$ cat src/logic/hpi_pkg.sv
// Constants, register map and carrier types for the hub port power and indicator block.
// Assumes a single 125 MHz core clock and a classic Wishbone master with byte addresses.
package hpi_pkg;
    // Clock rate and the millisecond timebase derived from it.
    localparam int CLK_FREQ_KHZ = 125000;
    localparam int TIMEBASE_MS = 1;
    localparam int MS_CYCLES = CLK_FREQ_KHZ * TIMEBASE_MS;
    // Half period of the manual blink patterns, in milliseconds.
    localparam int BLINK_HALF_MS = 500;
    // Width of the free-running divider that makes the LED modulation square wave.
    localparam int MOD_DIV_BITS = 4;
    // Default overcurrent filter period, in milliseconds.
    localparam logic [3:0] OC_FILTER_DEFAULT_MS = 4'h8;

    // Register byte offsets.
    localparam logic [7:0] ADDR_CONFIG = 8'h00;
    localparam logic [7:0] ADDR_PWR_SET = 8'h04;
    localparam logic [7:0] ADDR_PWR_CLR = 8'h08;
    localparam logic [7:0] ADDR_OC_STATUS = 8'h0c;
    localparam logic [7:0] ADDR_IND_CTRL = 8'h10;
    localparam logic [7:0] ADDR_IND_STATUS = 8'h14;
    localparam logic [7:0] ADDR_BABBLE = 8'h18;

    // Field positions inside the status words and the indicator control word.
    localparam int OC_CHG_LSB = 8;
    localparam int OC_OFF_LSB = 16;
    localparam int IND_AMBER_LSB = 8;
    localparam int IND_HUBCHAR_BIT = 16;
    localparam int IND_SEL_STRIDE = 4;

    // Configuration image as loaded by the EEPROM loader.
    typedef struct packed {
        logic [3:0] ocMsDisabled;
        logic [3:0] ocMsEnabled;
        logic [1:0] spare;
        logic ledModulate;
        logic noIndicators;
        logic ledActiveHigh;
        logic ocActiveHigh;
        logic pwrActiveHigh;
        logic ganged;
    } hpi_cfg_t;

    localparam hpi_cfg_t CFG_RESET = '{ocMsDisabled: OC_FILTER_DEFAULT_MS,
        ocMsEnabled: OC_FILTER_DEFAULT_MS, default: 1'b0};

    // Indicator selector codes, one per port; zero selects automatic mode.
    typedef enum logic [2:0] {
        IND_AUTO = 3'h0,
        IND_AMBER = 3'h1,
        IND_GREEN = 3'h2,
        IND_OFF = 3'h3,
        IND_BLINK_GREEN = 3'h4,
        IND_BLINK_AMBER = 3'h5,
        IND_BLINK_GA = 3'h6
    } hpi_ind_sel_t;

    // Downstream port state as reported by the hub port state machine.
    typedef enum logic [3:0] {
        PS_POWERED_OFF, PS_DISCONNECTED, PS_DISABLED, PS_NOT_CONFIGURED,
        PS_RESETTING, PS_TESTING, PS_ENABLED, PS_TRANSMIT, PS_TRANSMIT_R,
        PS_SUSPENDED, PS_RESUMING, PS_SEND_EOR, PS_RESTART
    } hpi_port_state_t;

    // Wishbone request and response carriers.
    typedef struct packed {
        logic cyc;
        logic stb;
        logic we;
        logic [3:0] sel;
        logic [7:0] adr;
        logic [31:0] dat;
    } hpi_wb_req_t;

    typedef struct packed {
        logic ack;
        logic [31:0] dat;
    } hpi_wb_rsp_t;
endpackage

$ cat src/logic/hpi_port_ctrl.sv
// Downstream port power switching, overcurrent filtering and port indicator control.
// Assumes synchronous inputs from the hub logic and asynchronous sense pins from the switches.
//
// Overview of operation
// - Ganged or per-port switching, per-port by default.
// - Ports unpowered after reset until host powers them.
// - Power enable active level set by configuration.
// - Overcurrent accepted only after filter period, default 8ms.
// - Filter 0..15 ms, separate for enabled/disabled ports.
// - Accepted overcurrent is reported and removes port power.
// - Overcurrent sense active level set by configuration.
// - Indicator support bit advertised, cleared by configuration.
// - Each port drives a green and amber output.
// - Indicators start in automatic mode after reset.
// - Automatic: green when enabled, amber on overcurrent.
// - Automatic mode outputs are steady, never blinking.
// - Automatic colour follows the port state mapping.
// - Lit LEDs may be modulated by square wave.
// - LED output active level set by configuration.
// - Manual mode drives LEDs as host selects, except codes 6 (green/amber blink) and 7, which leave both dark.
// - Manual mode supports blinking patterns.
// - Manual codes: off, amber, green, blink patterns.
// - Babble latched in a status register; overcurrent lights amber in automatic mode.
// - Babble on an enabled port requests its disable.
`timescale 1ns/10ps
module hpi_port_ctrl #(
    parameter int NUM_PORTS = 4,
    parameter int MS_TICK_CYCLES = hpi_pkg::MS_CYCLES,
    parameter int BLINK_MS = hpi_pkg::BLINK_HALF_MS,
    parameter int MOD_BITS = hpi_pkg::MOD_DIV_BITS
) (
    input wire logic core_clk,
    input wire logic sys_rst,
    input hpi_pkg::hpi_wb_req_t wbReq,
    output hpi_pkg::hpi_wb_rsp_t wbRsp,
    input hpi_pkg::hpi_port_state_t portState [NUM_PORTS],
    input wire logic [NUM_PORTS-1:0] babbleDetect,
    output logic [NUM_PORTS-1:0] portDisableReq,
    input wire logic [NUM_PORTS-1:0] port_overcurrent_sense_n,
    output logic [NUM_PORTS-1:0] port_power_enable_n,
    output logic [NUM_PORTS-1:0] ledGreen,
    output logic [NUM_PORTS-1:0] ledAmber,
    output logic hubCharIndicators
);
    import hpi_pkg::*;

    localparam int MS_W = $clog2(MS_TICK_CYCLES + 1);
    localparam logic [MS_W-1:0] MS_LAST = MS_W'(MS_TICK_CYCLES - 1);
    localparam int BL_W = $clog2(BLINK_MS + 1);
    localparam logic [BL_W-1:0] BLINK_LAST = BL_W'(BLINK_MS - 1);
    localparam int SEL_W = IND_SEL_STRIDE * NUM_PORTS;

    hpi_cfg_t cfg_q;
    logic [MS_W-1:0] msCnt_q;
    logic msTick_q;
    logic [BL_W-1:0] blinkCnt_q;
    logic blinkPhase_q;
    logic [MOD_BITS-1:0] modCnt_q;
    logic modPhase;
    logic [NUM_PORTS-1:0] ocMeta_q;
    logic [NUM_PORTS-1:0] ocSync_q;
    logic [NUM_PORTS-1:0] ocAsserted;
    logic [NUM_PORTS-1:0] ocAccept;
    logic [NUM_PORTS-1:0] ocAcceptPrev_q;
    logic [NUM_PORTS-1:0] ocNew;
    logic [NUM_PORTS-1:0] ocHoldMask;
    logic [NUM_PORTS-1:0] ocTripMask;
    logic [NUM_PORTS-1:0] portEnabledVec;
    logic [NUM_PORTS-1:0] powerOn_q;
    logic [NUM_PORTS-1:0] powerOn_d;
    logic [NUM_PORTS-1:0] setMask;
    logic [NUM_PORTS-1:0] clrMask;
    logic [NUM_PORTS-1:0] ocOff_q;
    logic [NUM_PORTS-1:0] ocChange_q;
    logic [NUM_PORTS-1:0] babbleSeen_q;
    logic [NUM_PORTS-1:0] greenLit;
    logic [NUM_PORTS-1:0] amberLit;
    logic [SEL_W-1:0] indCtrl_q;
    logic ack_q;
    logic [31:0] rdData_q;
    logic [31:0] rdData_d;
    logic [31:0] byteMask;
    logic [31:0] wrBits;
    logic reqHit;
    logic writeNow;
    logic [NUM_PORTS-1:0] wrPort;

    // Bus qualifiers: a write lands on the edge at which the master sees ack high.
    assign reqHit = wbReq.cyc & wbReq.stb;
    assign writeNow = reqHit & wbReq.we & ack_q;
    assign byteMask = {{8{wbReq.sel[3]}}, {8{wbReq.sel[2]}}, {8{wbReq.sel[1]}},
                       {8{wbReq.sel[0]}}};
    assign wrBits = wbReq.dat & byteMask;
    assign wrPort = wrBits[NUM_PORTS-1:0];

    // One ack cycle per request; ack drops the cycle after it was given.
    always_ff @(posedge core_clk)
    begin
        if (sys_rst)
        begin
            ack_q <= 1'b0;
            rdData_q <= 32'h0000_0000;
        end
        else
        begin
            ack_q <= reqHit & ~ack_q;
            if (reqHit & ~ack_q)
            begin
                rdData_q <= rdData_d;
            end
        end
    end

    assign wbRsp.ack = ack_q;
    assign wbRsp.dat = rdData_q;

    // Read decode; unmapped offsets still ack and read as zero so software never hangs.
    always_comb
    begin
        rdData_d = 32'h0000_0000;
        if (wbReq.adr == ADDR_CONFIG)
        begin
            rdData_d = 32'(cfg_q);
        end
        else if (wbReq.adr == ADDR_PWR_SET || wbReq.adr == ADDR_PWR_CLR)
        begin
            rdData_d = 32'(powerOn_q);
        end
        else if (wbReq.adr == ADDR_OC_STATUS)
        begin
            rdData_d = 32'(ocHoldMask) | (32'(ocChange_q) << OC_CHG_LSB)
                | (32'(ocOff_q) << OC_OFF_LSB);
        end
        else if (wbReq.adr == ADDR_IND_CTRL)
        begin
            rdData_d = 32'(indCtrl_q);
        end
        else if (wbReq.adr == ADDR_IND_STATUS)
        begin
            rdData_d = 32'(greenLit) | (32'(amberLit) << IND_AMBER_LSB)
                | (32'(hubCharIndicators) << IND_HUBCHAR_BIT);
        end
        else if (wbReq.adr == ADDR_BABBLE)
        begin
            rdData_d = 32'(babbleSeen_q);
        end
    end

    // Configuration image, written by the EEPROM loader through the bus.
    always_ff @(posedge core_clk)
    begin
        if (sys_rst)
        begin
            cfg_q <= CFG_RESET;
        end
        else if (writeNow && wbReq.adr == ADDR_CONFIG)
        begin
            cfg_q <= hpi_cfg_t'((cfg_q & ~byteMask[15:0]) | wrBits[15:0]);
        end
    end

    // Indicator selectors; all zero after reset, which is automatic mode.
    always_ff @(posedge core_clk)
    begin
        if (sys_rst)
        begin
            indCtrl_q <= '0;
        end
        else if (writeNow && wbReq.adr == ADDR_IND_CTRL)
        begin
            indCtrl_q <= (indCtrl_q & ~byteMask[SEL_W-1:0]) | wrBits[SEL_W-1:0];
        end
    end

    // Millisecond timebase shared by every filter and the blink generator.
    always_ff @(posedge core_clk)
    begin
        if (sys_rst)
        begin
            msCnt_q <= '0;
            msTick_q <= 1'b0;
        end
        else if (msCnt_q == MS_LAST)
        begin
            msCnt_q <= '0;
            msTick_q <= 1'b1;
        end
        else
        begin
            msCnt_q <= msCnt_q + 1'b1;
            msTick_q <= 1'b0;
        end
    end

    // Blink phase for the manual patterns only; automatic mode never reads it.
    always_ff @(posedge core_clk)
    begin
        if (sys_rst)
        begin
            blinkCnt_q <= '0;
            blinkPhase_q <= 1'b0;
        end
        else if (msTick_q)
        begin
            if (blinkCnt_q == BLINK_LAST)
            begin
                blinkCnt_q <= '0;
                blinkPhase_q <= ~blinkPhase_q;
            end
            else
            begin
                blinkCnt_q <= blinkCnt_q + 1'b1;
            end
        end
    end

    // Free-running divider; its top bit is a 50 percent square wave for LED modulation.
    always_ff @(posedge core_clk)
    begin
        if (sys_rst)
        begin
            modCnt_q <= '0;
        end
        else
        begin
            modCnt_q <= modCnt_q + 1'b1;
        end
    end

    assign modPhase = modCnt_q[MOD_BITS-1];

    // Two-stage synchroniser for the sense pins; only the second stage feeds logic.
    // Both stages reset to the idle pin level, so no false fault follows reset.
    always_ff @(posedge core_clk)
    begin
        if (sys_rst)
        begin
            ocMeta_q <= '1;
            ocSync_q <= '1;
        end
        else
        begin
            ocMeta_q <= port_overcurrent_sense_n;
            ocSync_q <= ocMeta_q;
        end
    end

    // Polarity applied after synchronising, so a polarity change cannot glitch the meta stage.
    assign ocAsserted = cfg_q.ocActiveHigh ? ocSync_q : ~ocSync_q;

    // Per-port filter and indicator colour.
    for (genvar i = 0; i < NUM_PORTS; i++)
    begin : gPort
        logic [3:0] ocCnt_q;
        logic [3:0] period;
        logic [2:0] sel;
        logic poweredOff;

        assign portEnabledVec[i] = (portState[i] == PS_ENABLED)
            || (portState[i] == PS_TRANSMIT) || (portState[i] == PS_TRANSMIT_R);
        assign period = portEnabledVec[i] ? cfg_q.ocMsEnabled : cfg_q.ocMsDisabled;
        assign sel = indCtrl_q[IND_SEL_STRIDE*i +: 3];
        assign poweredOff = (portState[i] == PS_POWERED_OFF) || ~powerOn_q[i];

        // The count saturates at 15 and restarts the moment the sense input goes inactive.
        always_ff @(posedge core_clk)
        begin
            if (sys_rst || ~ocAsserted[i])
            begin
                ocCnt_q <= 4'h0;
            end
            else if (msTick_q && ocCnt_q != 4'hf)
            begin
                ocCnt_q <= ocCnt_q + 4'h1;
            end
        end

        // A zero period accepts the condition as soon as it is seen after synchronising.
        assign ocAccept[i] = ocAsserted[i] && (ocCnt_q >= period);

        // Colour selection; only the manual codes consult the blink phase.
        always_comb
        begin
            greenLit[i] = 1'b0;
            amberLit[i] = 1'b0;
            case (sel)
                IND_AUTO:
                begin
                    if (ocAccept[i])
                    begin
                        amberLit[i] = 1'b1;
                    end
                    else if (poweredOff)
                    begin
                        amberLit[i] = ocOff_q[i];
                    end
                    else
                    begin
                        greenLit[i] = portEnabledVec[i];
                    end
                end
                IND_AMBER:
                begin
                    amberLit[i] = 1'b1;
                end
                IND_GREEN:
                begin
                    greenLit[i] = 1'b1;
                end
                IND_BLINK_GREEN:
                begin
                    greenLit[i] = blinkPhase_q;
                end
                IND_BLINK_AMBER:
                begin
                    amberLit[i] = blinkPhase_q;
                end
                default:
                begin
                    // Off, and the reserved green/amber code, leave both LEDs dark.
                    greenLit[i] = 1'b0;
                    amberLit[i] = 1'b0;
                end
            endcase
        end
    end

    // A new acceptance trips the port; in ganged mode it trips every port at once.
    assign ocNew = ocAccept & ~ocAcceptPrev_q;
    assign ocTripMask = cfg_q.ganged ? {NUM_PORTS{|ocNew}} : ocNew;
    assign ocHoldMask = cfg_q.ganged ? {NUM_PORTS{|ocAccept}} : ocAccept;

    // Power requests from the host; ganged mode treats any port bit as all ports.
    always_comb
    begin
        setMask = '0;
        clrMask = '0;
        if (writeNow && wbReq.adr == ADDR_PWR_SET)
        begin
            setMask = cfg_q.ganged ? {NUM_PORTS{|wrPort}} : wrPort;
        end
        if (writeNow && wbReq.adr == ADDR_PWR_CLR)
        begin
            clrMask = cfg_q.ganged ? {NUM_PORTS{|wrPort}} : wrPort;
        end
    end

    // An overcurrent still in force overrides a power-on request, so a fault cannot be re-armed.
    assign powerOn_d = (powerOn_q | setMask) & ~clrMask & ~ocHoldMask;

    always_ff @(posedge core_clk)
    begin
        if (sys_rst)
        begin
            powerOn_q <= '0;
            ocAcceptPrev_q <= '0;
        end
        else
        begin
            powerOn_q <= powerOn_d;
            ocAcceptPrev_q <= ocAccept;
        end
    end

    // Sticky overcurrent flags; a trip in the same cycle as its clear wins.
    always_ff @(posedge core_clk)
    begin
        if (sys_rst)
        begin
            ocChange_q <= '0;
            ocOff_q <= '0;
        end
        else
        begin
            if (writeNow && wbReq.adr == ADDR_OC_STATUS)
            begin
                ocChange_q <= (ocChange_q & ~wrBits[OC_CHG_LSB +: NUM_PORTS]) | ocTripMask;
            end
            else
            begin
                ocChange_q <= ocChange_q | ocTripMask;
            end
            ocOff_q <= (ocOff_q & ~(setMask & ~ocHoldMask))
                | (ocTripMask & (powerOn_q | setMask));
        end
    end

    // Babble bookkeeping and the disable request back to the port state machine.
    always_ff @(posedge core_clk)
    begin
        if (sys_rst)
        begin
            babbleSeen_q <= '0;
            portDisableReq <= '0;
        end
        else
        begin
            portDisableReq <= babbleDetect & portEnabledVec;
            if (writeNow && wbReq.adr == ADDR_BABBLE)
            begin
                babbleSeen_q <= (babbleSeen_q & ~wrPort) | babbleDetect;
            end
            else
            begin
                babbleSeen_q <= babbleSeen_q | babbleDetect;
            end
        end
    end

    // Output pins are registered; reset levels match the reset polarity of the configuration.
    always_ff @(posedge core_clk)
    begin
        if (sys_rst)
        begin
            port_power_enable_n <= {NUM_PORTS{1'b1}};
        end
        else
        begin
            port_power_enable_n <= powerOn_q ^ {NUM_PORTS{~cfg_q.pwrActiveHigh}};
        end
    end

    // LED drive: modulation chops lit LEDs only, and absent indicators stay dark.
    always_ff @(posedge core_clk)
    begin
        if (sys_rst)
        begin
            ledGreen <= {NUM_PORTS{1'b1}};
            ledAmber <= {NUM_PORTS{1'b1}};
            hubCharIndicators <= 1'b1;
        end
        else
        begin
            ledGreen <= (greenLit & {NUM_PORTS{(~cfg_q.ledModulate | modPhase)
                & ~cfg_q.noIndicators}}) ^ {NUM_PORTS{~cfg_q.ledActiveHigh}};
            ledAmber <= (amberLit & {NUM_PORTS{(~cfg_q.ledModulate | modPhase)
                & ~cfg_q.noIndicators}}) ^ {NUM_PORTS{~cfg_q.ledActiveHigh}};
            hubCharIndicators <= ~cfg_q.noIndicators;
        end
    end
endmodule

$ cat config.mk
export PLATFORM = sky130hd
export DESIGN_NAME = hpi_port_ctrl
export DESIGN_NICKNAME = d
export VERILOG_FILES = /design/src/logic/hpi_pkg.sv /design/src/logic/hpi_port_ctrl.sv
export SDC_FILE = /design/constraint.sdc
export NUM_CORES = 1
export LEC_CHECK = 0
export BUFFER_PORTS_ARGS = -buffer_cell sky130_fd_sc_hd__buf_4
export CORE_UTILIZATION = 30
export DETAILED_ROUTE_END_ITERATION = 7
export PLACE_DENSITY_LB_ADDON = 0.12
export REMOVE_ABC_BUFFERS = 1
export SYNTH_ARGS = -nofsm -noshare
export SYNTH_HDL_FRONTEND = slang
export SYNTH_SLANG_ARGS = --single-unit
$ cat constraint.sdc
create_clock -name core_clk -period 3.11 [get_ports core_clk]
set_input_delay 0.4665 -clock core_clk [delete_from_list [all_inputs] [get_ports core_clk]]
set_output_delay 0.4665 -clock core_clk [all_outputs]
set_load 0.01 [all_outputs]
; After elaboration in Yosys (flattened, before gate mapping)
; Index checks and enable logic that the tools add are counted.
[word_totals]
reg_bits = 158
in_bits = 73
out_inout_bits = 50
wordCells = 230
[classes]
addsub = 7
magnitude_cmp = 4
eq_ne = 40
mux = 44
bitwise_logic = 57
reduce_logical = 45
[op_table]
columns = cell, count
row1 = $mux 20, 3
row2 = $mux 4, 13
row3 = $and 16x16->16, 3
row4 = $and 4x4->4, 11
row5 = $mux 17, 2
row6 = $eq 4x3->1 const B, 8
row7 = $or 16x16->16, 2
row8 = $not 4->4, 7
row9 = $eq 3x3->1 const B, 8
row10 = $eq 8x5->1 const B, 3
row11 = $or 4x12->12, 2
row12 = $or 4x4->4, 6
row13 = $pmux 1 s3, 8
row14 = $add 4x1->4 const B, 5
row15 = $or 12x20->20, 1
row16 = $add 17x1->17 const B, 1
row17 = $eq 17x17->1 const B, 1
row18 = $logic_or 1x1->1, 17
row19 = $mux 1, 17
row20 = $or 12x17->17, 1
row21 = $eq 4x4->1 const B, 4
row22 = $eq 8x4->1 const B, 2
row23 = $ge 4x4->1, 4
row24 = $logic_not 4->1, 4
row25 = other kinds (18), 64

; Depth between registers and ports, before layout
; Gate-level depths: netlist of run 1.
[logic_depth]
depth_word = 15
mapped_depth = 11
depth_no_buf = 10

; Worst setup path before layout of run 1
; No wires, ideal clock.
[synth_path]
path_type = input to register
startpoint = input port portState[5] (netlist bit)
endpoint = register powerOn_q[0]
setup_time_ps = 103
arrival_ps = 3247
t_required_ps = 3007
setup_slack_ps = -240
path_stages = 11
path_buffers = 1
path_cell_list = or4b_1 -> o21ai_2 -> mux2_2 -> ha_1 -> nand2b_4 -> a2111oi_4 -> or3_1 -> clkbuf_1 -> nand4_1 -> and2_1 -> a2111oi_2
[synth_between]
elab_chain_len = 10
elab_cells_between_ends = 12
cone_classes = order compare (1) / eq/ne (3) / mux (2) / bitwise (2) / reduce/logical (4)
[synth_rtl]
columns = item, line_no
row1 = from (decl), hpi_port_ctrl.sv:36  ; input hpi_pkg::hpi_port_state_t portState [NUM_PORTS],
row2 = $eq 4x3->1 (on tied branches), "hpi_port_ctrl.sv:259, hpi_port_ctrl.sv:260"
row3 = $logic_or 1x1->1, hpi_port_ctrl.sv:260  ; || (portState[i] == PS_TRANSMIT) || (portState[i] == PS_TRANSMIT_R);
row4 = $logic_or 1x1->1 *, hpi_port_ctrl.sv:260
row5 = $mux 4 *, hpi_port_ctrl.sv:261  ; assign period = portEnabledVec[i] ? cfg_q.ocMsEnabled : cfg_q.ocMsDisabled;
row6 = $ge 4x4->1 *, hpi_port_ctrl.sv:279  ; assign ocAccept[i] = ocAsserted[i] && (ocCnt_q >= period);
row7 = $logic_and 1x1->1 *, hpi_port_ctrl.sv:279
row8 = $reduce_or 4->1 *, hpi_port_ctrl.sv:331  ; assign ocHoldMask = cfg_q.ganged ? {NUM_PORTS{|ocAccept}} : ocAccept;
row9 = $mux 4 *, hpi_port_ctrl.sv:331
row10 = $not 4->4 *, hpi_port_ctrl.sv:349  ; assign powerOn_d = (powerOn_q | setMask) & ~clrMask & ~ocHoldMask;
row11 = $and 4x4->4 *, hpi_port_ctrl.sv:349
row12 = to (signal assigned), hpi_port_ctrl.sv:360  ; powerOn_q <= powerOn_d;
row13 = to (decl), hpi_port_ctrl.sv:69  ; logic [NUM_PORTS-1:0] powerOn_q;
; Every way passes the cells marked *; elsewhere a longest branch is shown, timed or not.
; A chain may end at the register's enable or synchronous reset.

; Worst setup path in the final report of run 1
[layout_path]
startpoint = input port portState[5] (netlist bit)
endpoint = register rdData_q[2]
[layout_between]
elab_chain_len = 15
elab_cells_between_ends = 24
cone_classes = order compare (1) / eq/ne (3) / mux (10) / bitwise (4) / reduce/logical (6)
[layout_rtl]
columns = item, line_no
row1 = $eq 4x3->1 (on tied branches), "hpi_port_ctrl.sv:259, hpi_port_ctrl.sv:260"
row2 = $logic_or 1x1->1 (2 in series), hpi_port_ctrl.sv:260
row3 = $mux 4, hpi_port_ctrl.sv:261
row4 = $ge 4x4->1, hpi_port_ctrl.sv:279
row5 = $logic_and 1x1->1, hpi_port_ctrl.sv:279
row6 = $mux 1, hpi_port_ctrl.sv:289  ; if (ocAccept[i])
row7 = $pmux 1 s3, hpi_port_ctrl.sv:286  ; case (sel)
row8 = $or 4x12->12, hpi_port_ctrl.sv:140  ; rdData_d = 32'(greenLit) | (32'(amberLit) << IND_AMBER_LSB)
row9 = $or 12x17->17, hpi_port_ctrl.sv:141  ; | (32'(hubCharIndicators) << IND_HUBCHAR_BIT);
row10 = $mux 17, hpi_port_ctrl.sv:138  ; else if (wbReq.adr == ADDR_IND_STATUS)
row11 = $mux 17, hpi_port_ctrl.sv:134  ; else if (wbReq.adr == ADDR_IND_CTRL)
row12 = $mux 20 *, hpi_port_ctrl.sv:129  ; else if (wbReq.adr == ADDR_OC_STATUS)
row13 = $mux 20 *, hpi_port_ctrl.sv:125  ; else if (wbReq.adr == ADDR_PWR_SET || wbReq.adr == ADDR_PWR_CLR)
row14 = $mux 20 *, hpi_port_ctrl.sv:121  ; if (wbReq.adr == ADDR_CONFIG)
row15 = to (signal assigned), hpi_port_ctrl.sv:109  ; rdData_q <= rdData_d;
row16 = to (decl), hpi_port_ctrl.sv:80  ; logic [31:0] rdData_q;
; Marks and branches as above.

==> results of run 1 <==
layer usage:
metal,track usage [%],share of wire [%]
met1,22.06,46
met3,3.438,3.1
met2,30.34,50
met5,0,0
met4,6.294,1.8
power breakdown:
part	switching (mW)	leakage [nW]	internal, mW
clock network	0.879	0.274	1.21
logic	0.159	2.20	0.129
registers	0.0161	1.18	1.90
placed cells by master, fill, tap and decap left out, drive strengths merged, types with 14 or more instances in the layout:
cell type	count
a21oi	34
clkbuf	18
nand2b	22
or2	18
inv	28
dfxtp	146
mux2i	49
xor2	21
nor3	14
ha	23
buf	144
xnor2	26
o21ai	36
nand2	62
a221oi	14
nor2	125
nand3	38
area by class of cell:
class,instances,share of cell area (%)
multi-input combinational,638,45.08
timing repair buffer,144,11.66
clock buffer,18,4.737
tap,324,4.373
clock inverter,13,1.647
sequential,146,31.53
inverter,24,0.9718
how the worst min path moves through the flow:
| stage | depth (start not counted) | from | end |
|---|---|---|---|
| 6_report | 2 | port_overcurrent_sense_n[1] | ocMeta_q[1] |
| 5_1_grt | 2 | port_overcurrent_sense_n[1] | ocMeta_q[1] |
| 4_1_cts | 2 | port_overcurrent_sense_n[1] | ocMeta_q[1] |
| 3_5_place_dp | 1 | ocMeta_q[2] | ocSync_q[2] |
| 3_3_place_gp | 1 | ocMeta_q[1] | ocSync_q[1] |
| 2_1_floorplan | 1 | ocMeta_q[0] | ocSync_q[0] |
metrics by stage:
stage	instance area (um2)	setup TNS, ns	utilization [%]
2_1_floorplan	7161	-0.4312	-
3_3_place_gp	8647	-7.220	35.56
3_5_place_dp	8647	-7.170	35.56
4_1_cts	9239	0	37.99
5_1_grt	9270	0	38.12
6_report	9270	0	38.12
cells by family after synthesis:
logic type | synth area share, %
compound gates | 14.22
xor+xnor | 5.543
fa+ha+maj | 3.875
buf+inv | 5.341
flops | 39.36
mux | 7.818
other cells | 0.05050
simple gates | 23.79
==> results_dict.tcl, run 1 <==
set metrics [dict create \
    clock_sink_count 146 \
    numCtsBuffers 17 \
    ff2ff_path_depth 8 \
    cts_hold_repair.buffers 0 \
    cts_root_buffer "clkbuf_16" \
    crit_top_cell "buf_4" \
    cellPowerDensity_mw_per_mm2 463.0 \
    fp.dieW_um 159.3 \
    placementRows 57 \
    htreeDepth 4 \
    most_common_cell_in_the_netlist "dfxtp_1" \
    cp-start-kind "primary input" \
    die-height_um 159.3 \
    syn_inst 858 \
    delay_of_the_slowest_critical_path_stage_ns 0.53 \
    netlist-cell-type-count 70 \
    achievable-frequency_ghz 0.3404 \
    placedCellCount 1276 \
    depth_of_the_critical_timing_path_with_buffers_and_inverters_included 13 \
    post_drt_via_cell_ratio 4.870 \
    timing.critical_path.cells "buf_4 -> or4b_1 -> o21ai_2 -> mux2_2 -> ha_1 -> nand2b_4 -> a2111oi_4 -> o311ai_1 -> a221oi_1 -> buf_4 -> buf_4 -> o22ai_1 -> o22ai_1" \
    design_power_total_mw 4.292 \
    worst_ir_drop_vdd_v 0.0003124 \
    total_routed_wirelength_um 21630 \
    num_io_pins 123 \
    clock-skew-final_ns 0.01818 \
    cts.repair.resized 0 \
    fin_nets 1067 \
    result_of_the_run "completed" \
    synthArstFlopShare_pct 0 \
    setup.reg_to_reg.worst_slack_ns 0.55 \
    layout-area-overhead-vs-synth_pct 24.84 \
    grt_max_degree 56 \
    grt_antenna_before_repair 0 \
    fill_cells 2528 \
    worstPathArrival_ns 3.30 \
    wire_per_inst_um 16.55 \
    p_leak_nw 3.654 \
    worst_setup_path_endpoint "rdData_q[2]" \
    setup.worst_path.end_class "flip-flop" \
    reg_to_reg_endpoint "powerOn_q[0]" \
    tritoncts "done" \
    fin_cells 1307 \
    worst-slew-pin-transition_ns 0.6686 \
    postRouteAntennaNets 0 \
    multi_input_area_mm2 0.004179 \
    rsz0062_at_grt "no" \
    ctsLongestPathBuffers 2 \
    gpl.final_weighted_congestion 0.8089 \
    post-route-period-util_pct 94.45 \
    grt.total_usage_pct 17.71 \
    maxcap_viol_count 0 \
    synth.avg_cell_area_um2 8.655 \
    syn_area_mm2 0.007426 \
    drt_first_iter_violations 401 \
    critPathSlowestCell "or4b_1" \
    critical_path_class "primary input to flip-flop" \
    worstSetupStartpoint "portState[5]" \
    seq_area_frac_synth_pct 39.36 \
    hold_ws_ns 0.2121 \
    synth_area_leader_cell "dfxtp_1" \
    crit_family "compound AO/OA/AOI/OAI gates" \
    min_path_type "primary input to flip-flop" \
    numPortBuffers 92 \
    detailed_place_hpwl_um 16320 \
    detailedPlace.worstSlack_ns -0.4546 \
    seq_area_mm2 0.002923 \
    drt_pre_antenna_iters 5 \
    fin_ws_ns 0.1727 \
    drive_gt1_share_pct 22.38 \
    slew_violations 0 \
    floorplan.die_area_mm2 0.02539 \
    grt_first_pass_wirelength_um 34580 \
    grt_overflow 0 \
    clock_transition_time_at_the_flip_flop_clock_pins_of_the_worst_setup_and_hold_paths_ns 0.07 \
    core-area_mm2 0.02432 \
    initial_utilization_pct 30.53 \
    post_synthesis_register_bit_count 146 \
    post_synth_most_frequent_cells "146 x dfxtp_1, 123 x nor2_1, 62 x nand2_1" \
    post-route-min-period_ns 2.937 \
    cp_max_fo 2 \
    crit_required_ns 3.48 \
    finalSetupViolations 0 \
    hold_viol 0 \
    synth_top_cell_area_share_pct 39.36 \
    synthesis.yosys.warnings 0 \
    drc 0 \
    worst_skew_pair.late_latency_ns 0.44 \
    synthTopCellsByArea "dfxtp_1 39%, mux2i_1 6.6%, nor2_1 6.2%" \
    slew_limit_headroom_pct 55.42 \
    crit_buf_inv 3 \
    via_count 6365 \
    synth_ff_type "dfxtp_1" \
    antenna-diode-count 0 \
    grt_pass1_vias 6164 \
    count_of_flip_flops_with_a_built_in_enable_after_synthesis 0 \
    post_cts.repair.setup_buffers 0 \
]
(Power assumes the default switching activity.)
==> run 2, diff against run 1 <==
--- a/config.mk
+++ b/config.mk
@@ -9,6 +9,7 @@
 export CORE_UTILIZATION = 30
 export DETAILED_ROUTE_END_ITERATION = 7
 export PLACE_DENSITY_LB_ADDON = 0.12
+export RECOVER_POWER = 25
 export REMOVE_ABC_BUFFERS = 1
 export SYNTH_ARGS = -nofsm -noshare
 export SYNTH_HDL_FRONTEND = slang
==> run 2 against run 1 <==
Effect of this change: sequential power about the same; worst hold slack got worse by 0.00073 ns; maximum frequency decreased by 0.38%; combinational power down 2%; critical path type unchanged; critical endpoint unchanged.
==> results_dict.tcl, run 2 (same netlist as run 1, synthesis figures left out) <==
set metrics [dict create \
    total_routed_wirelength_um 21600 \
    fin_cells 1307 \
    fill_cells 2552 \
    power_switching_mw 1.055 \
    timing.critical_path.cells "buf_4 -> or4b_1 -> o21ai_2 -> mux2_2 -> ha_1 -> nand2b_4 -> a2111oi_4 -> o311ai_1 -> a221oi_1 -> buf_4 -> buf_4 -> o22ai_1 -> o22ai_1" \
    crit_buf_inv 3 \
    numPortBuffers 92 \
    crit_required_ns 3.48 \
    delay_of_the_slowest_critical_path_stage_ns 0.53 \
    placedCellCount 1276 \
    clock_transition_time_at_the_flip_flop_clock_pins_of_the_worst_setup_and_hold_paths_ns 0.07 \
    hold_viol 0 \
    achievable-frequency_ghz 0.3392 \
    clock_sink_count 146 \
    clock_power_share_pct 48.8 \
    drc 0 \
    grt_overflow 0 \
    critical_path_class "primary input to flip-flop" \
    drive_gt1_share_pct 19.94 \
    finalSetupViolations 0 \
    cp_max_fo 2 \
    ctsLongestPathBuffers 2 \
    post-route-period-util_pct 94.80 \
    numCtsBuffers 17 \
    wire_per_inst_um 16.53 \
    gpl.final_weighted_congestion 0.8089 \
    grt_util_met1_pct 22.06 \
    worstPathArrival_ns 3.32 \
    clock-skew-final_ns 0.01683 \
    detailed_place_hpwl_um 16320 \
    setup.worst_path.end_class "flip-flop" \
    detailedPlace.worstSlack_ns -0.4546 \
    fp.dieW_um 159.3 \
    htreeDepth 4 \
    grt_first_pass_wirelength_um 34580 \
    fin_nets 1067 \
    min_path_type "primary input to flip-flop" \
    cts_root_buffer "clkbuf_16" \
    antenna-diode-count 0 \
    placementRows 57 \
    core-area_mm2 0.02432 \
    num_io_pins 123 \
    layout_commonest_cell "dfxtp_1" \
    worst_skew_pair.late_latency_ns 0.44 \
    layout-area-overhead-vs-synth_pct 23.62 \
    p_leak_nw 3.571 \
    worst-slew-pin-transition_ns 1.037 \
    result_of_the_run "completed" \
    worst_ir_drop_vdd_v 0.0003127 \
    crit_top_cell "buf_4" \
    grt_pass1_vias 6164 \
    grt_most_used_layer "met2" \
    grt.total_usage_pct 17.71 \
    grt_antenna_before_repair 0 \
    initial_utilization_pct 30.53 \
    cellPowerDensity_mw_per_mm2 467.1 \
    power_frac_seq_pct 44.6 \
    mostFrequentLayoutCells "146 x dfxtp_1, 123 x nor2_1, 120 x buf_4, 62 x nand2_1, 49 x mux2i_1" \
    cp-start-kind "primary input" \
    drt_pre_antenna_iters 5 \
    drt_first_iter_violations 399 \
    gr-usage-met3_pct 3.438 \
    maxcap_viol_count 0 \
    post_drt_via_cell_ratio 4.873 \
    grt_max_degree 56 \
    slew_violations 0 \
    via_count 6369 \
    globalRouteMet2Util_pct 30.34 \
    switching_share_pct 24.61 \
    internal_power_mw 3.232 \
    post-route-min-period_ns 2.948 \
    setup.reg_to_reg.worst_slack_ns 0.53 \
    comb_power_share_pct 6.6 \
    critPathSlowestCell "or4b_1" \
    floorplan.die_area_mm2 0.02539 \
    slew_limit_headroom_pct 30.85 \
    fin_ws_ns 0.1616 \
    postRouteAntennaNets 0 \
    rsz0062_at_grt "no" \
    tritoncts "done" \
    crit_family "compound AO/OA/AOI/OAI gates" \
    die-height_um 159.3 \
]
==> run 2: cell count changes in the layout (fill, tap and decap cells not counted) <==
cell / change
clkbuf_1: +24
buf_4: -24
==> run 2: per-layer routing <==
metal | wire (um) | part of all wire (%) | vias to the layer above
met1 | 9723 | 45 | 3007
met3 | 781 | 3.6 | 23
met4 | 393 | 1.8 | 0
li1 | - | - | 3227
met5 | 0 | 0 | -
met2 | 10700 | 50 | 112
==> run 2: final timing paths <==
path / from / end / depth (start not counted)
setup / recovery: portState[5] / rdData_q[2] / 13
hold / removal: port_overcurrent_sense_n[1] / ocMeta_q[1] / 2
setup reg to reg: flip-flop / powerOn_q[0] / 8
hold reg to reg: ocMeta_q[2] / ocSync_q[2] / 1
==> run 2: power by group through the flow <==
stage | registers [mW] | logic, mW | clock network [mW]
global placement | 1.96 | 0.288 | 0
finish | 1.91 | 0.282 | 2.09
detailed placement | 1.96 | 0.288 | 0
global route | 1.91 | 0.311 | 2.23
floorplan | 1.96 | 0.106 | 0
CTS | 1.91 | 0.288 | 2.16
==> run 2: repair_timing <==
action,in CTS,in global routing
resized for setup,0,7
setup endpoints to repair,0,10
setup buffers,0,0
hold buffers,0,0
hold endpoints to repair,0,0
==> run 2: cell type report <==
cell class | instances | area [um2] | share of cell area [%]
well taps | 324 | 405.4 | 4.416
multi-input cells | 638 | 4179 | 45.52
clock buffers | 18 | 439.2 | 4.784
inverters | 24 | 90.09 | 0.9813
repair buffers | 144 | 991.0 | 10.79
flip-flops and latches | 146 | 2923 | 31.84
clock inverters | 13 | 152.6 | 1.663
==> run 2: worst register-to-register path, delay by kind of cell (launching register included) <==
kind / cells / cell delay [ns]
AO/OA/AOI/OAI: 2 / 0.73
flip-flops: 1 / 0.41
AND/OR/NAND/NOR: 4 / 0.75
adder cells (fa/ha/maj): 1 / 0.26
multiplexers: 1 / 0.32
==> run 2: metrics by stage <==
step	util (%)	hold slack (ns)	cell area, um2	setup TNS, ns	total power [mW]
CTS	37.99	0.1991	9239	0	4.358
finish	37.75	0.2113	9180	0	4.288
floorplan	-	0.3895	7161	-0.4312	2.063
global placement	35.56	0.3907	8647	-7.220	2.243
global route	37.75	0.1984	9180	0	4.454
detailed placement	35.56	0.3957	8647	-7.170	2.243
